===== src/mmc_pkg.sv =====
package mmc_pkg;

  // ==========================================================
  // Local address map
  // ==========================================================
  localparam logic [27:0] A08_BASE = 28'h8000000;
  localparam logic [15:0] A08_PAGE = 16'h8000;
  localparam int A08_D32_BIT = 11;
  localparam int A08_SLOT_LSB = 9;
  localparam int A08_REG_BIT = 8;
  localparam logic [11:0] SLOT_STRIDE = 12'h200;
  localparam logic [11:0] IRQ_REG_OFS = 12'h100;
  localparam logic [27:0] SLOT0_IRQ_CTRL_D16 = 28'h8000100;
  localparam logic [27:0] SLOT1_IRQ_CTRL_D16 = 28'h8000300;
  localparam logic [27:0] SLOT2_IRQ_CTRL_D16 = 28'h8000500;
  localparam logic [27:0] SLOT3_IRQ_CTRL_D16 = 28'h8000700;
  localparam logic [27:0] SLOT0_IRQ_CTRL_D32 = 28'h8000900;
  localparam logic [27:0] SLOT1_IRQ_CTRL_D32 = 28'h8000b00;
  localparam logic [27:0] SLOT2_IRQ_CTRL_D32 = 28'h8000d00;
  localparam logic [27:0] SLOT3_IRQ_CTRL_D32 = 28'h8000f00;
  localparam logic [1:0] A24_D16_SEL = 2'h0;
  localparam logic [1:0] A24_D32_SEL = 2'h1;
  localparam int A24_SEL_LSB = 26;
  localparam int A24_SLOT_LSB = 24;

  // ==========================================================
  // Interrupt control register fields
  // ==========================================================
  localparam int PEND_BIT = 0;
  localparam int GATE_BIT = 1;
  localparam int TOF_BIT = 2;
  localparam int AEF_BIT = 3;
  localparam logic [3:0] GATE_RST = 4'h0;

  // ==========================================================
  // Timing
  // ==========================================================
  localparam int CLK_PERIOD_NS = 50;
  localparam int TIMEOUT_NS = 16000;
  localparam int TIMEOUT_CYC = (TIMEOUT_NS + CLK_PERIOD_NS - 1) / CLK_PERIOD_NS;
  localparam int TMR_W = 9;

  // ==========================================================
  // Bridge factory image, word index = byte offset / 4
  // ==========================================================
  localparam int EE_WORDS = 25;
  localparam logic [31:0] EE_DEVICE_ID = 32'h1234abcd;   // Arbitrary value
  localparam logic [31:0] EE_SUBSYS_ID = 32'h5678abcd;   // Arbitrary value
  localparam logic [31:0] EE_CLASS = 32'h08010001;
  localparam logic [31:0] EE_CONF = 32'h00000100;
  localparam logic [31:0] EE_SPACE0_RANGE = 32'h0ffff800;
  localparam logic [31:0] EE_SPACE1_RANGE = 32'h0ffff801;
  localparam logic [31:0] EE_SPACE2_RANGE = 32'h0ffff800;
  localparam logic [31:0] EE_SPACE0_REMAP = 32'h08000001;
  localparam logic [31:0] EE_SPACE1_REMAP = 32'h08000001;
  localparam logic [31:0] EE_SPACE2_REMAP = 32'h08000801;
  localparam logic [31:0] EE_SPACE0_DESC = 32'h00400002;
  localparam logic [31:0] EE_SPACE1_DESC = 32'h00400002;
  localparam logic [31:0] EE_SPACE2_DESC = 32'h00800002;
  localparam logic [31:0] EE_CNTRL = 32'h00220000;

  typedef enum logic [2:0] {
    MMC_IDLE,
    MMC_ADDR,
    MMC_STRB,
    MMC_DONE
  } mmc_state_t;

  typedef struct packed {
    logic hit;
    logic regs;
    logic d32;
    logic a24;
    logic [1:0] slot;
  } mmc_dec_t;

endpackage : mmc_pkg


===== src/mmc_tmr_if.sv =====
interface mmc_tmr_if;
  logic run;
  logic expired;
  modport owner (output run, input expired);
  modport timer (input run, output expired);
endinterface : mmc_tmr_if


===== src/mmc_bus_timer.sv =====
module mmc_bus_timer (
  input wire logic core_clk_i,  // Core clock
  input wire logic rst_n_i,     // Sync reset
  mmc_tmr_if.timer tmr          // Timer control
);

  typedef struct packed {
    logic [mmc_pkg::TMR_W-1:0] cnt;
    logic expired;
  } mmc_tmr_t;

  mmc_tmr_t s_r;
  mmc_tmr_t s_nxt;

  // ==========================================================
  // Select-to-acknowledge watchdog
  // ==========================================================
  always_comb begin
    s_nxt = s_r;
    s_nxt.expired = 1'b0;
    if (!tmr.run) begin
      s_nxt.cnt = '0;
    end else if (s_r.cnt == mmc_pkg::TMR_W'(mmc_pkg::TIMEOUT_CYC - 1)) begin
      s_nxt.expired = 1'b1;
    end else begin
      s_nxt.cnt = s_r.cnt + 1'b1;
    end
  end

  always_ff @(posedge core_clk_i) begin
    if (!rst_n_i) begin
      s_r <= '0;
    end else begin
      s_r <= s_nxt;
    end
  end

  assign tmr.expired = s_r.expired;

endmodule : mmc_bus_timer


===== src/mmc_carrier.sv =====
// Functional notes
// - One local bus setup for all slots: 16 or 32 bits, muxed or not.
// - Space 0 serves A08/D16 memory mapped module and register accesses, little endian.
// - Space 1 serves A08/D16 I/O mapped module and register accesses, little endian.
// - Space 2 serves A08/D32 memory mapped module and register accesses, little endian.
// - Local data bit n connects straight to module data bit n.
// - Accesses end through the bridge ready input, not fixed wait states.
// - This logic makes all module strobe timing; bridge only requests.
// - A08/D16 slot n window is 256 bytes at 0x0800_0000 plus n*0x200.
// - Interrupt control register sits 0x100 above each A08 window.
// - A08/D32 slot n window is 256 bytes at 0x0800_0800 plus n*0x200.
// - A24/D16 slot n owns 16 MB at n*0x0100_0000.
// - A24/D32 slot 0 owns 0x0400_0000 to 0x04ff_ffff.
// - Module requests go to irq input a; timeout and lane error to b.
// - Each slot has its own interrupt control register.
// - Bridge loads factory image before local accesses are served.
// - Image gives space 0 range 0ffff800 and remap 08000001.
// - Image gives space 1 range 0ffff801 (I/O) and remap 08000001.
// - Image gives space 2 range 0ffff800 and remap 08000801.
// - Descriptors 00400002 for spaces 0,1, 00800002 for 2; rest zero.
// - No acknowledge within 16 us: self-acknowledge, set timeout flag, interrupt.
// - Split-word byte request in D32 sets lane error flag; write 0 clears.
// - Pending mirrors module request, gate enables it, timeout cleared by 0.
module mmc_carrier (
  input wire logic core_clk_i,              // Core clock
  input wire logic rst_n_i,                 // Sync reset
  input wire logic lb_bus32_i,              // Local bus is 32 bits
  input wire logic lb_mux_i,                // Address rides on data lines
  input wire logic lb_load_done_i,          // Bridge finished image load
  input wire logic lb_ads_n_i,              // Address strobe
  input wire logic [27:0] lb_addr_i,        // Local address
  input wire logic lb_wr_i,                 // Write when high
  input wire logic [3:0] lb_be_n_i,         // Byte enables
  input wire logic [31:0] lb_data_i,        // Local data in
  output logic [31:0] lb_data_o,            // Local data out
  output logic lb_data_oe_o,                // Local data drive
  output logic lb_ready_n_o,                // Transfer end
  output logic local_irq_input_a_o,         // Module interrupts
  output logic local_irq_input_b_o,         // Timeout and lane error
  input wire logic [4:0] ee_word_i,         // Image word index
  output logic [31:0] ee_data_o,            // Image word
  output logic [3:0] slot_cs_n_o,           // Slot select
  output logic slot_as_n_o,                 // Address phase strobe
  output logic [3:0] slot_ds_n_o,           // Byte strobes
  output logic slot_wr_n_o,                 // Write strobe
  output logic [7:1] slot_addr_o,           // Module address lines
  output logic [31:0] slot_data_o,          // Module data out
  output logic slot_data_oe_o,              // Module data drive
  input wire logic [31:0] slot_data_i,      // Module data in
  input wire logic [3:0] slot_dtack_n_i,    // Module acknowledge
  input wire logic [3:0] slot_irq_n_i       // Module interrupt request
);

  typedef struct packed {
    mmc_pkg::mmc_state_t st;
    logic [27:0] addr;
    logic wr;
    logic [3:0] be_n;
    logic [31:0] wdat;
    mmc_pkg::mmc_dec_t dec;
    logic [3:0] gate;
    logic [3:0] tof;
    logic [3:0] aef;
    logic [3:0] pend;
    logic rdy_n;
    logic [31:0] rdat;
    logic dat_oe;
    logic [3:0] cs_n;
    logic as_n;
    logic [3:0] ds_n;
    logic wr_n;
    logic [7:1] maddr;
    logic [31:0] mdat;
    logic moe;
    logic irq_a;
    logic irq_b;
    logic [31:0] ee;
  } mmc_state_s_t;

  mmc_state_s_t s_r;
  mmc_state_s_t s_nxt;
  mmc_tmr_if tmr ();

  // ==========================================================
  // Address decode
  // ==========================================================
  function automatic mmc_pkg::mmc_dec_t decode(input logic [27:0] a);
    mmc_pkg::mmc_dec_t d;
    d = '0;
    if (a[27:12] == mmc_pkg::A08_PAGE) begin
      d.hit = 1'b1;
      d.d32 = a[mmc_pkg::A08_D32_BIT];
      d.slot = a[mmc_pkg::A08_SLOT_LSB +: 2];
      d.regs = a[mmc_pkg::A08_REG_BIT];
    end else if (a[mmc_pkg::A24_SEL_LSB +: 2] == mmc_pkg::A24_D16_SEL) begin
      d.hit = 1'b1;
      d.a24 = 1'b1;
      d.slot = a[mmc_pkg::A24_SLOT_LSB +: 2];
    end else if (a[mmc_pkg::A24_SEL_LSB +: 2] == mmc_pkg::A24_D32_SEL) begin
      d.hit = 1'b1;
      d.a24 = 1'b1;
      d.d32 = 1'b1;
      d.slot = a[mmc_pkg::A24_SLOT_LSB +: 2];
    end
    return d;
  endfunction : decode

  // Bytes requested in both halves of a double word, but not all four
  function automatic logic lane_split(input logic [3:0] be_n);
    return (~&be_n[1:0]) && (~&be_n[3:2]) && (|be_n);
  endfunction : lane_split

  function automatic logic [31:0] ee_word(input logic [4:0] w);
    logic [31:0] v;
    v = '0;
    case (w)
      5'h00: v = mmc_pkg::EE_DEVICE_ID;
      5'h01: v = mmc_pkg::EE_CLASS;
      5'h02: v = mmc_pkg::EE_SUBSYS_ID;
      5'h03: v = mmc_pkg::EE_CONF;
      5'h04: v = mmc_pkg::EE_SPACE0_RANGE;
      5'h05: v = mmc_pkg::EE_SPACE1_RANGE;
      5'h06: v = mmc_pkg::EE_SPACE2_RANGE;
      5'h09: v = mmc_pkg::EE_SPACE0_REMAP;
      5'h0a: v = mmc_pkg::EE_SPACE1_REMAP;
      5'h0b: v = mmc_pkg::EE_SPACE2_REMAP;
      5'h0e: v = mmc_pkg::EE_SPACE0_DESC;
      5'h0f: v = mmc_pkg::EE_SPACE1_DESC;
      5'h10: v = mmc_pkg::EE_SPACE2_DESC;
      5'h18: v = mmc_pkg::EE_CNTRL;
      default: v = '0;
    endcase
    return v;
  endfunction : ee_word

  // ==========================================================
  // Bus timer
  // ==========================================================
  mmc_bus_timer u_timer (
    .core_clk_i (core_clk_i),
    .rst_n_i (rst_n_i),
    .tmr (tmr.timer)
  );

  assign tmr.run = (s_r.st == mmc_pkg::MMC_STRB);

  // ==========================================================
  // Next state
  // ==========================================================
  always_comb begin
    logic [27:0] a;
    mmc_pkg::mmc_dec_t d;
    logic [3:0] sel;
    logic [3:0] tset;
    logic [3:0] aset;
    logic [3:0] wclr_t;
    logic [3:0] wclr_a;
    a = lb_mux_i ? lb_data_i[27:0] : lb_addr_i;
    d = decode(a);
    sel = 4'h1 << s_r.dec.slot;
    tset = '0;
    aset = '0;
    wclr_t = '0;
    wclr_a = '0;
    s_nxt = s_r;
    s_nxt.rdy_n = 1'b1;
    s_nxt.dat_oe = 1'b0;
    s_nxt.pend = ~slot_irq_n_i;
    s_nxt.ee = ee_word(ee_word_i);
    case (s_r.st)
      mmc_pkg::MMC_IDLE: begin
        if (!lb_ads_n_i && lb_load_done_i) begin
          s_nxt.addr = a;
          s_nxt.wr = lb_wr_i;
          s_nxt.be_n = lb_be_n_i;
          s_nxt.wdat = lb_data_i;
          s_nxt.dec = d;
          s_nxt.st = mmc_pkg::MMC_DONE;
          s_nxt.rdat = '0;
          if (d.hit && d.regs) begin
            s_nxt.rdat = {28'h0, s_r.aef[d.slot], s_r.tof[d.slot],
                          s_r.gate[d.slot], s_r.pend[d.slot]};
            if (lb_wr_i && !lb_be_n_i[0]) begin
              s_nxt.gate[d.slot] = lb_data_i[mmc_pkg::GATE_BIT];
              wclr_t[d.slot] = ~lb_data_i[mmc_pkg::TOF_BIT];
              wclr_a[d.slot] = ~lb_data_i[mmc_pkg::AEF_BIT];
            end
          end else if (d.hit && d.d32 && lane_split(lb_be_n_i)) begin
            aset[d.slot] = 1'b1;
          end else if (d.hit) begin
            s_nxt.maddr = a[7:1];
            if (d.a24) begin
              s_nxt.st = mmc_pkg::MMC_ADDR;
              s_nxt.cs_n = ~(4'h1 << d.slot);
              s_nxt.as_n = 1'b0;
              s_nxt.mdat = {16'h0, a[23:8]};
              s_nxt.moe = 1'b1;
            end else begin
              s_nxt.st = mmc_pkg::MMC_STRB;
              s_nxt.cs_n = ~(4'h1 << d.slot);
              s_nxt.wr_n = ~lb_wr_i;
              s_nxt.ds_n = d.d32 ? lb_be_n_i : {2'h3, lb_be_n_i[1:0]};
              s_nxt.mdat = lb_data_i;
              s_nxt.moe = lb_wr_i;
            end
          end
        end
      end
      mmc_pkg::MMC_ADDR: begin
        s_nxt.as_n = 1'b1;
        s_nxt.st = mmc_pkg::MMC_STRB;
        s_nxt.wr_n = ~s_r.wr;
        s_nxt.ds_n = s_r.dec.d32 ? s_r.be_n : {2'h3, s_r.be_n[1:0]};
        s_nxt.mdat = s_r.wdat;
        s_nxt.moe = s_r.wr;
      end
      mmc_pkg::MMC_STRB: begin
        if (!slot_dtack_n_i[s_r.dec.slot] || tmr.expired) begin
          if (slot_dtack_n_i[s_r.dec.slot]) begin
            tset = sel;
          end
          s_nxt.rdat = slot_data_i;
          if (!s_r.dec.d32 || !lb_bus32_i) begin
            s_nxt.rdat[31:16] = 16'h0;
          end
          s_nxt.cs_n = 4'hf;
          s_nxt.ds_n = 4'hf;
          s_nxt.wr_n = 1'b1;
          s_nxt.moe = 1'b0;
          s_nxt.st = mmc_pkg::MMC_DONE;
        end
      end
      mmc_pkg::MMC_DONE: begin
        s_nxt.rdy_n = 1'b0;
        s_nxt.dat_oe = ~s_r.wr;
        s_nxt.st = mmc_pkg::MMC_IDLE;
      end
      default: begin
        s_nxt.st = mmc_pkg::MMC_IDLE;
      end
    endcase
    // Set wins over a same-cycle clear
    s_nxt.tof = (s_r.tof & ~wclr_t) | tset;
    s_nxt.aef = (s_r.aef & ~wclr_a) | aset;
    s_nxt.irq_a = |(s_r.pend & s_r.gate);
    s_nxt.irq_b = |(s_r.tof | s_r.aef);
  end

  // ==========================================================
  // State register
  // ==========================================================
  always_ff @(posedge core_clk_i) begin
    if (!rst_n_i) begin
      s_r <= '0;
      s_r.st <= mmc_pkg::MMC_IDLE;
      s_r.gate <= mmc_pkg::GATE_RST;
      s_r.rdy_n <= 1'b1;
      s_r.cs_n <= 4'hf;
      s_r.as_n <= 1'b1;
      s_r.ds_n <= 4'hf;
      s_r.wr_n <= 1'b1;
    end else begin
      s_r <= s_nxt;
    end
  end

  // ==========================================================
  // Outputs
  // ==========================================================
  assign lb_data_o = s_r.rdat;
  assign lb_data_oe_o = s_r.dat_oe;
  assign lb_ready_n_o = s_r.rdy_n;
  assign local_irq_input_a_o = s_r.irq_a;
  assign local_irq_input_b_o = s_r.irq_b;
  assign ee_data_o = s_r.ee;
  assign slot_cs_n_o = s_r.cs_n;
  assign slot_as_n_o = s_r.as_n;
  assign slot_ds_n_o = s_r.ds_n;
  assign slot_wr_n_o = s_r.wr_n;
  assign slot_addr_o = s_r.maddr;
  assign slot_data_o = s_r.mdat;
  assign slot_data_oe_o = s_r.moe;

endmodule : mmc_carrier


===== config.mk =====
export PLATFORM = sky130hd
export DESIGN_NAME = mmc_carrier
export DESIGN_NICKNAME = d
export VERILOG_FILES = /design/src/mmc_pkg.sv /design/src/mmc_tmr_if.sv /design/src/mmc_bus_timer.sv /design/src/mmc_carrier.sv
export SDC_FILE = /design/constraint.sdc
export NUM_CORES = 1
export LEC_CHECK = 0
export ABC_AREA = 1
export BUFFER_PORTS_ARGS = -buffer_cell sky130_fd_sc_hd__buf_2
export CORE_ASPECT_RATIO = 1.75
export CORE_MARGIN = 2
export CORE_UTILIZATION = 30
export CTS_CLUSTER_DIAMETER = 50
export DETAILED_ROUTE_END_ITERATION = 10
export PLACE_DENSITY = 0.59
export SYNTH_ARGS = -nofsm -noshare
export SYNTH_HDL_FRONTEND = slang
export SYNTH_SLANG_ARGS = --single-unit

===== constraint.sdc =====
create_clock -name core_clk_i -period 3.21 [get_ports core_clk_i]
set_clock_uncertainty 0.2 [all_clocks]
set_input_delay 0.321 -clock core_clk_i [delete_from_list [all_inputs] [get_ports core_clk_i]]
set_output_delay 0.321 -clock core_clk_i [all_outputs]
set_load 0.01 [all_outputs]

==> results of run 1 <==
kinds of logic (layout without fill, tap and decap cells):
group           after synthesis  after routing  share of synthesized area
buf+inv                     270            454                      0.169
other cells                   1              8                   0.000434
compound gates              271            271                      0.166
fa+ha+maj                     6              6                    0.00869
flops                       170            170                      0.394
xor+xnor                      1              1                    0.00101
simple gates                546            546                      0.261
metal layers:
layer	vias to the layer above	routed length (um)	global-route usage
met3	76	1140	0.0375
met2	226	14200	0.327
met4	4	1470	0.116
met5	-	21	0
li1	4339	-	-
met1	3915	10100	0.178
flip-flops by register name (all words and copies together), names as in the netlist, 4 cells and up:
signal,count
lb_data_o,32
slot_cs_n_o,4
u_timer.s_r,9
slot_data_o,32
ee_data_o,16
s_r,58
slot_addr_o,7
slot_ds_n_o,4
worst paths after layout:
path | from | endpoint | slack, ps | depth (start not counted)
worst max-delay path | s_r[205] | s_r[125] | 400 | 9
worst min-delay path | lb_data_i[25] | s_r[165] | 20 | 3
worst max register to register | s_r[205] | s_r[125] | 400 | 9
worst min register to register | s_r[175] | s_r[175] | 250 | 2
worst reg2reg max path, delay by kind of cell, from the launching register on:
kind                       cells  cell delay (ps)
buffers and inverters          4              730
and+or+nand+nor                3              950
AOI/OAI and AO/OA              1              160
adders and majority gates      1              370
DFF                            1              340
layout by cell type (no fill, tap or decap), drive strengths merged:
| cell | count |
|---|---|
| a21oi | 93 |
| nor4 | 6 |
| bufinv | 4 |
| and2 | 1 |
| a211oi | 1 |
| ha | 6 |
| o21ai | 142 |
| nor3 | 8 |
| nand4 | 17 |
| clkbuf | 18 |
| clkinv | 6 |
| o21a | 1 |
| xor2 | 1 |
| a22oi | 1 |
| a41oi | 1 |
| nor2 | 157 |
| diode | 3 |
| buf | 249 |
| o211a | 1 |
| o211ai | 2 |
| o22ai | 19 |
| nor3b | 1 |
| dlygate4sd3 | 75 |
| nand3 | 66 |
| o31ai | 2 |
| a22o | 1 |
| conb | 5 |
| inv | 100 |
| and3 | 2 |
| clkinvlp | 2 |
| dfxtp | 170 |
| nand2 | 288 |
| a31oi | 7 |
final cells by class:
class                      instances  share of cell area
timing repair buffer             324               0.191
inverter                          98              0.0342
multi-input combinational        829               0.353
clock inverter                    14              0.0194
antenna                            3            0.000698
tap                              378              0.0440
clock buffer                      18              0.0409
sequential                       170               0.317
power by group through the flow:
stage	logic, mW	clock network [mW]	registers [mW]
floorplan	0.598	0	2.33
global placement	0.811	0	2.34
detailed placement	0.820	0	2.34
CTS	0.897	2.34	2.30
global route	0.996	2.43	2.31
finish	0.894	2.29	2.30
Yosys cell counts:
master | n | share of area
a22o_1 | 1 | 0.0010
conb_1 | 1 | 0.00043
o211ai_1 | 2 | 0.0017
a31oi_1 | 7 | 0.0051
a41oi_1 | 1 | 0.0010
a22oi_1 | 1 | 0.00087
o21ai_1 | 5 | 0.0029
inv_2 | 4 | 0.0017
nor3_1 | 8 | 0.0046
nor4_1 | 6 | 0.0043
nor2_4 | 1 | 0.0013
and2_1 | 1 | 0.00072
o31ai_1 | 2 | 0.0017
nand3_1 | 62 | 0.036
a21oi_1 | 92 | 0.053
o21a_1 | 1 | 0.00087
o21ai_2 | 2 | 0.0020
a211oi_1 | 1 | 0.00087
xor2_1 | 1 | 0.0010
buf_2 | 12 | 0.0070
nand4_1 | 17 | 0.012
ha_1 | 6 | 0.0087
and3_1 | 2 | 0.0014
clkbuf_1 | 42 | 0.018
nand3_2 | 4 | 0.0046
buf_6 | 1 | 0.0013
dfxtp_1 | 170 | 0.39
nor2_2 | 5 | 0.0036
o22ai_1 | 19 | 0.014
o21ai_0 | 135 | 0.078
a21oi_4 | 1 | 0.0019
clkinv_1 | 4 | 0.0017
nor3b_1 | 1 | 0.00087
o211a_1 | 1 | 0.0012
nor2_1 | 151 | 0.066
nand2_2 | 1 | 0.00072
inv_1 | 90 | 0.039
buf_1 | 5 | 0.0022
buf_4 | 112 | 0.097
nand2_1 | 287 | 0.12
per-stage QoR:
stage	total power, mW	utilization	hold slack, ps	instances
finish	5.48	0.377	17.0	1834
global placement	3.15	0.328	240	1724
global route	5.73	0.377	33.6	1833
floorplan	2.93	-	193	1269
detailed placement	3.16	0.328	245	1724
CTS	5.54	0.377	1.42	1831
==> reports/qor.txt, run 1 <==
Result of the run -> finished, final reports clean
Startpoint class of the critical path -> flop
Initial Utilization -> 0.303
Max Freq -> 0.356 GHz
Clock Path Buffers -> 2
Iteration-0 DRC Markers -> 437
CTS buffer count -> 17
Synth-to-Final Area Change -> 24.4%
Multi-input gate area -> 0.00379 mm2
P_int -> 3.92 mW
Buf/Inv on CP -> 4
Clock group share of total power -> 0.417
Die area -> 0.0302 mm2
Peak supply drop -> 0.420 mV
Total grt overflow -> 0
Vias per inst -> 4.67
Worst slack at placement -> 210 ps
Cell Area, Placed -> 0.00934 mm2
Final Hold Viols -> 0
Hold WC Path Type -> in2reg
Port bufs -> 227
DR WL/cell -> 14.7 um
Fill cell count -> 3062
DR DRC count -> 0
Final Max Tran Viols -> 0
Final period util -> 0.875
Vias in the first global route -> 8347
CTS HTree Levels -> 4
Vias -> 8560
Synth Instances -> 1265
Post-CTS Setup Bufs -> 0
Worst-path cell chain -> inv_1, ha_1, inv_1, nor2_2, clkinv_1, buf_4, nor3_1, nand2_1, a21oi_1
Data required, critical path -> 3390 ps
Post-synth design cell area -> 0.00864 mm2
Max FO, Critical Path -> 52
Root buffer cell -> clkbuf_16
Die width -> 132 um
Setup TNS -> 0 ps
IO Count -> 234
Final Net Count -> 1562
Register area -> 0.00340 mm2
Arrival time at the worst endpoint -> 2990 ps
Worst-path cell with the longest stage delay -> nor3_1
Die Ht -> 228 um
Part of the power in registers -> 0.419
Clk_lat worst skew -> 450 ps
Critical path type -> reg2reg
Worst-path clk slew -> 70 ps
Pwr/cell area -> 510 mW/mm2
GPL Wtd Cong -> 0.850
Most used cell along the critical path -> inv_1
CP top delay family -> simple AND/OR/NAND/NOR gates
Max_cap viols -> 0
Mapped Avg Cell Area -> 6.83 um2
Crit. End Element -> flop
Finished Cell Area -> 0.0107 mm2
Cts-stage hold buffer count -> 75
Comb pwr share -> 0.163
Yosys cell types -> 40
Gr usage total -> 0.177
Final setup viols -> 0
Synth warnings -> 0
Clock period minus worst slack -> 2810 ps
#FFs+latches synth -> 170
Seq/Total Area, Yosys -> 0.394
Post-DP HPWL -> 19700 um
PnR worst setup slack -> 402 ps
Max stage delay on crit path -> 550 ps
Detailed Routing Iterations Pass 1 -> 6
First-pass GRT wire length -> 42600 um
Core area -> 0.0285 mm2
Share of cells above drive strength 1 -> 0.206
Rel. slew slack -> 0.490
Switch share -> 0.284
Largest net degree at the start of global routing -> 79
Slew @ Worst Pin -> 765 ps
Antenna Nets Post-Route -> 0
Site Rows -> 82
Clock Sinks -> 170
DRT Wirelength -> 27000 um
Switching pwr -> 1.56 mW
Post-CTS resize count -> 0
TritonCTS clock tree -> done
Leakage -> 5.05 nW
RSZ-0062 raised after global routing -> no
Initial antenna violation count -> 5
(Power assumes the default switching activity.)
==> run 2, diff against run 1 <==
--- a/config.mk
+++ b/config.mk
@@ -13,6 +13,7 @@
 export CTS_CLUSTER_DIAMETER = 50
 export DETAILED_ROUTE_END_ITERATION = 10
 export PLACE_DENSITY = 0.59
+export REMOVE_ABC_BUFFERS = 1
 export SYNTH_ARGS = -nofsm -noshare
 export SYNTH_HDL_FRONTEND = slang
 export SYNTH_SLANG_ARGS = --single-unit
==> run 2 against run 1 <==
Worst setup slack gained 47 ps. Combinational power grew 1%. Core utilization is essentially flat. Global-route usage shrank 0.12 points. Sequential power is essentially flat.
==> reports/qor.txt, run 2 (synthesis results as in run 1) <==
Worst hold start -> slot_dtack_n_i[2]
Startpoint class of the critical path -> primary input
Initial Utilization -> 0.303
RSZ-0062 raised after global routing -> no
IO Count -> 234
DR DRC count -> 0
DRT Wirelength -> 27000 um
Data required, critical path -> 3330 ps
Part of the power in registers -> 0.440
Final Max Tran Viols -> 0
Post-CTS Setup Bufs -> 0
Clock Path Buffers -> 2
Final setup viols -> 0
Biggest register -> s_r
Clock Sinks -> 170
Share of cells above drive strength 1 -> 0.205
Hold depth -> 3
Worst reg-to-reg path cell count -> 9
Critical path type -> in2reg
Commonest non-fill, non-tap cells in the layout -> nand2_1, buf_2, dfxtp_1, nor2_1, o21ai_0
Worst-path clk slew -> 70 ps
Die Ht -> 228 um
Gr usage total -> 0.176
Fill cell count -> 3073
Max stage delay on crit path -> 550 ps
TritonCTS clock tree -> done
Worst slack at placement -> 360 ps
Result of the run -> finished, final reports clean
Largest net degree at the start of global routing -> 105
Final Hold Viols -> 0
Max_cap viols -> 0
Max Freq -> 0.362 GHz
Die area -> 0.0302 mm2
Initial antenna violation count -> 1
Slew @ Worst Pin -> 594 ps
Clock group share of total power -> 0.386
Worst R2R End -> s_r[125]
CTS buffer count -> 17
Final period util -> 0.860
Clock period minus worst slack -> 2760 ps
Comb pwr share -> 0.173
Cell Area, Placed -> 0.00937 mm2
Switching pwr -> 1.52 mW
GPL Wtd Cong -> 0.839
Post-DP HPWL -> 19500 um
Synth-to-Final Area Change -> 24.4%
R2r setup slk -> 580 ps
Crit. End Element -> flop
Rel. slew slack -> 0.604
Worst-path cell with the longest stage delay -> dlygate4sd3_1
Max FO, Critical Path -> 29
Worst-path cell chain -> dlygate4sd3_1, buf_2, inv_1, nand2_1, nand2_1, buf_4, nand2_1, nand2_1, nor2_1, nand2_1, o21ai_0, a21oi_1
Worst R2R Start -> s_r[205]
Register area -> 0.00340 mm2
Final Net Count -> 1567
DR WL/cell -> 14.7 um
P_int -> 3.69 mW
Iteration-0 DRC Markers -> 472
Worst Hold End -> s_r[128]
Die width -> 132 um
Root buffer cell -> clkbuf_16
Site Rows -> 82
Arrival time at the worst endpoint -> 2880 ps
Vias per inst -> 4.64
Multi-input gate area -> 0.00379 mm2
Pwr/cell area -> 485 mW/mm2
Clk_lat worst skew -> 440 ps
CTS HTree Levels -> 4
Most common cell after layout, fill and taps aside -> nand2_1
Peak supply drop -> 0.407 mV
Leakage -> 5.04 nW
Core area -> 0.0285 mm2
PnR worst setup slack -> 449 ps
CP top delay family -> simple AND/OR/NAND/NOR gates
Port bufs -> 227
Vias -> 8530
Detailed Routing Iterations Pass 1 -> 5
Max FFs per register -> 58
Switch share -> 0.291
Total grt overflow -> 0
Antenna Nets Post-Route -> 0
Finished Cell Area -> 0.0107 mm2
Buf/Inv on CP -> 4
Most used cell along the critical path -> nand2_1
First-pass GRT wire length -> 42200 um
Fin Hold WS -> 23.6 ps
Hold WC Path Type -> in2reg
Vias in the first global route -> 8412
Post-CTS resize count -> 0
[run 2: power groups by stage]
stage | combinational (mW) | clock (mW) | sequential [mW]
floorplan | 0.408 | 0 | 2.38
global placement | 0.824 | 0 | 2.34
detailed placement | 0.831 | 0 | 2.34
CTS | 0.910 | 2.08 | 2.30
global route | 1.01 | 2.15 | 2.31
finish | 0.904 | 2.01 | 2.30
[run 2: how the worst max path moves through the flow]
stage / end / startpoint / cells after the start
5_1_grt: slot_data_o[10] / s_r[205] / 11
3_5_place_dp: s_r[125] / lb_mux_i / 12
3_3_place_gp: slot_addr_o[4] / lb_mux_i / 16
6_report: s_r[122] / lb_data_i[27] / 12
4_1_cts: s_r[125] / lb_data_i[27] / 13
2_1_floorplan: slot_cs_n_o[0] / s_r[205] / 13
[run 2: per-layer routing]
layer  part of all wire  routed length, um  track usage  vias to the layer above
met3              0.041               1100       0.0326                       60
li1                   -                  -            -                     4347
met5                  0                  0            0                        -
met2               0.53              14300        0.333                      224
met1               0.39              10500        0.182                     3899
met4              0.041               1120       0.0931                        0
[run 2: repair_timing]
item                                   CTS  global route
setup endpoints to repair                0             0
endpoints found under the hold margin   86             0
hold buffers                            80             0
[run 2: final cells by class]
cell class	instances	area share
Clock inverter	13	0.0112
Sequential cell	170	0.317
Inverter	98	0.0342
Antenna cell	1	0.000233
Multi-Input combinational cell	829	0.353
Timing Repair Buffer	329	0.198
Tap cell	378	0.0440
Clock buffer	19	0.0422
[run 2: tightest hold or removal path, delay by kind of cell]
kind                   cells  cell delay, ps
AOI/OAI and AO/OA          1              90
and+or+nand+nor            1             100
buffers and inverters      1             100
[run 2: through the flow]
stage / utilization / TNS, ps / instances / power [mW]
6_report: 0.377 / 0 / 1837 / 5.21
5_1_grt: 0.377 / 0 / 1837 / 5.47
4_1_cts: 0.377 / 0 / 1836 / 5.29
3_5_place_dp: 0.328 / 0 / 1724 / 3.17
3_3_place_gp: 0.328 / 0 / 1724 / 3.16
2_1_floorplan: - / -23870 / 1097 / 2.78
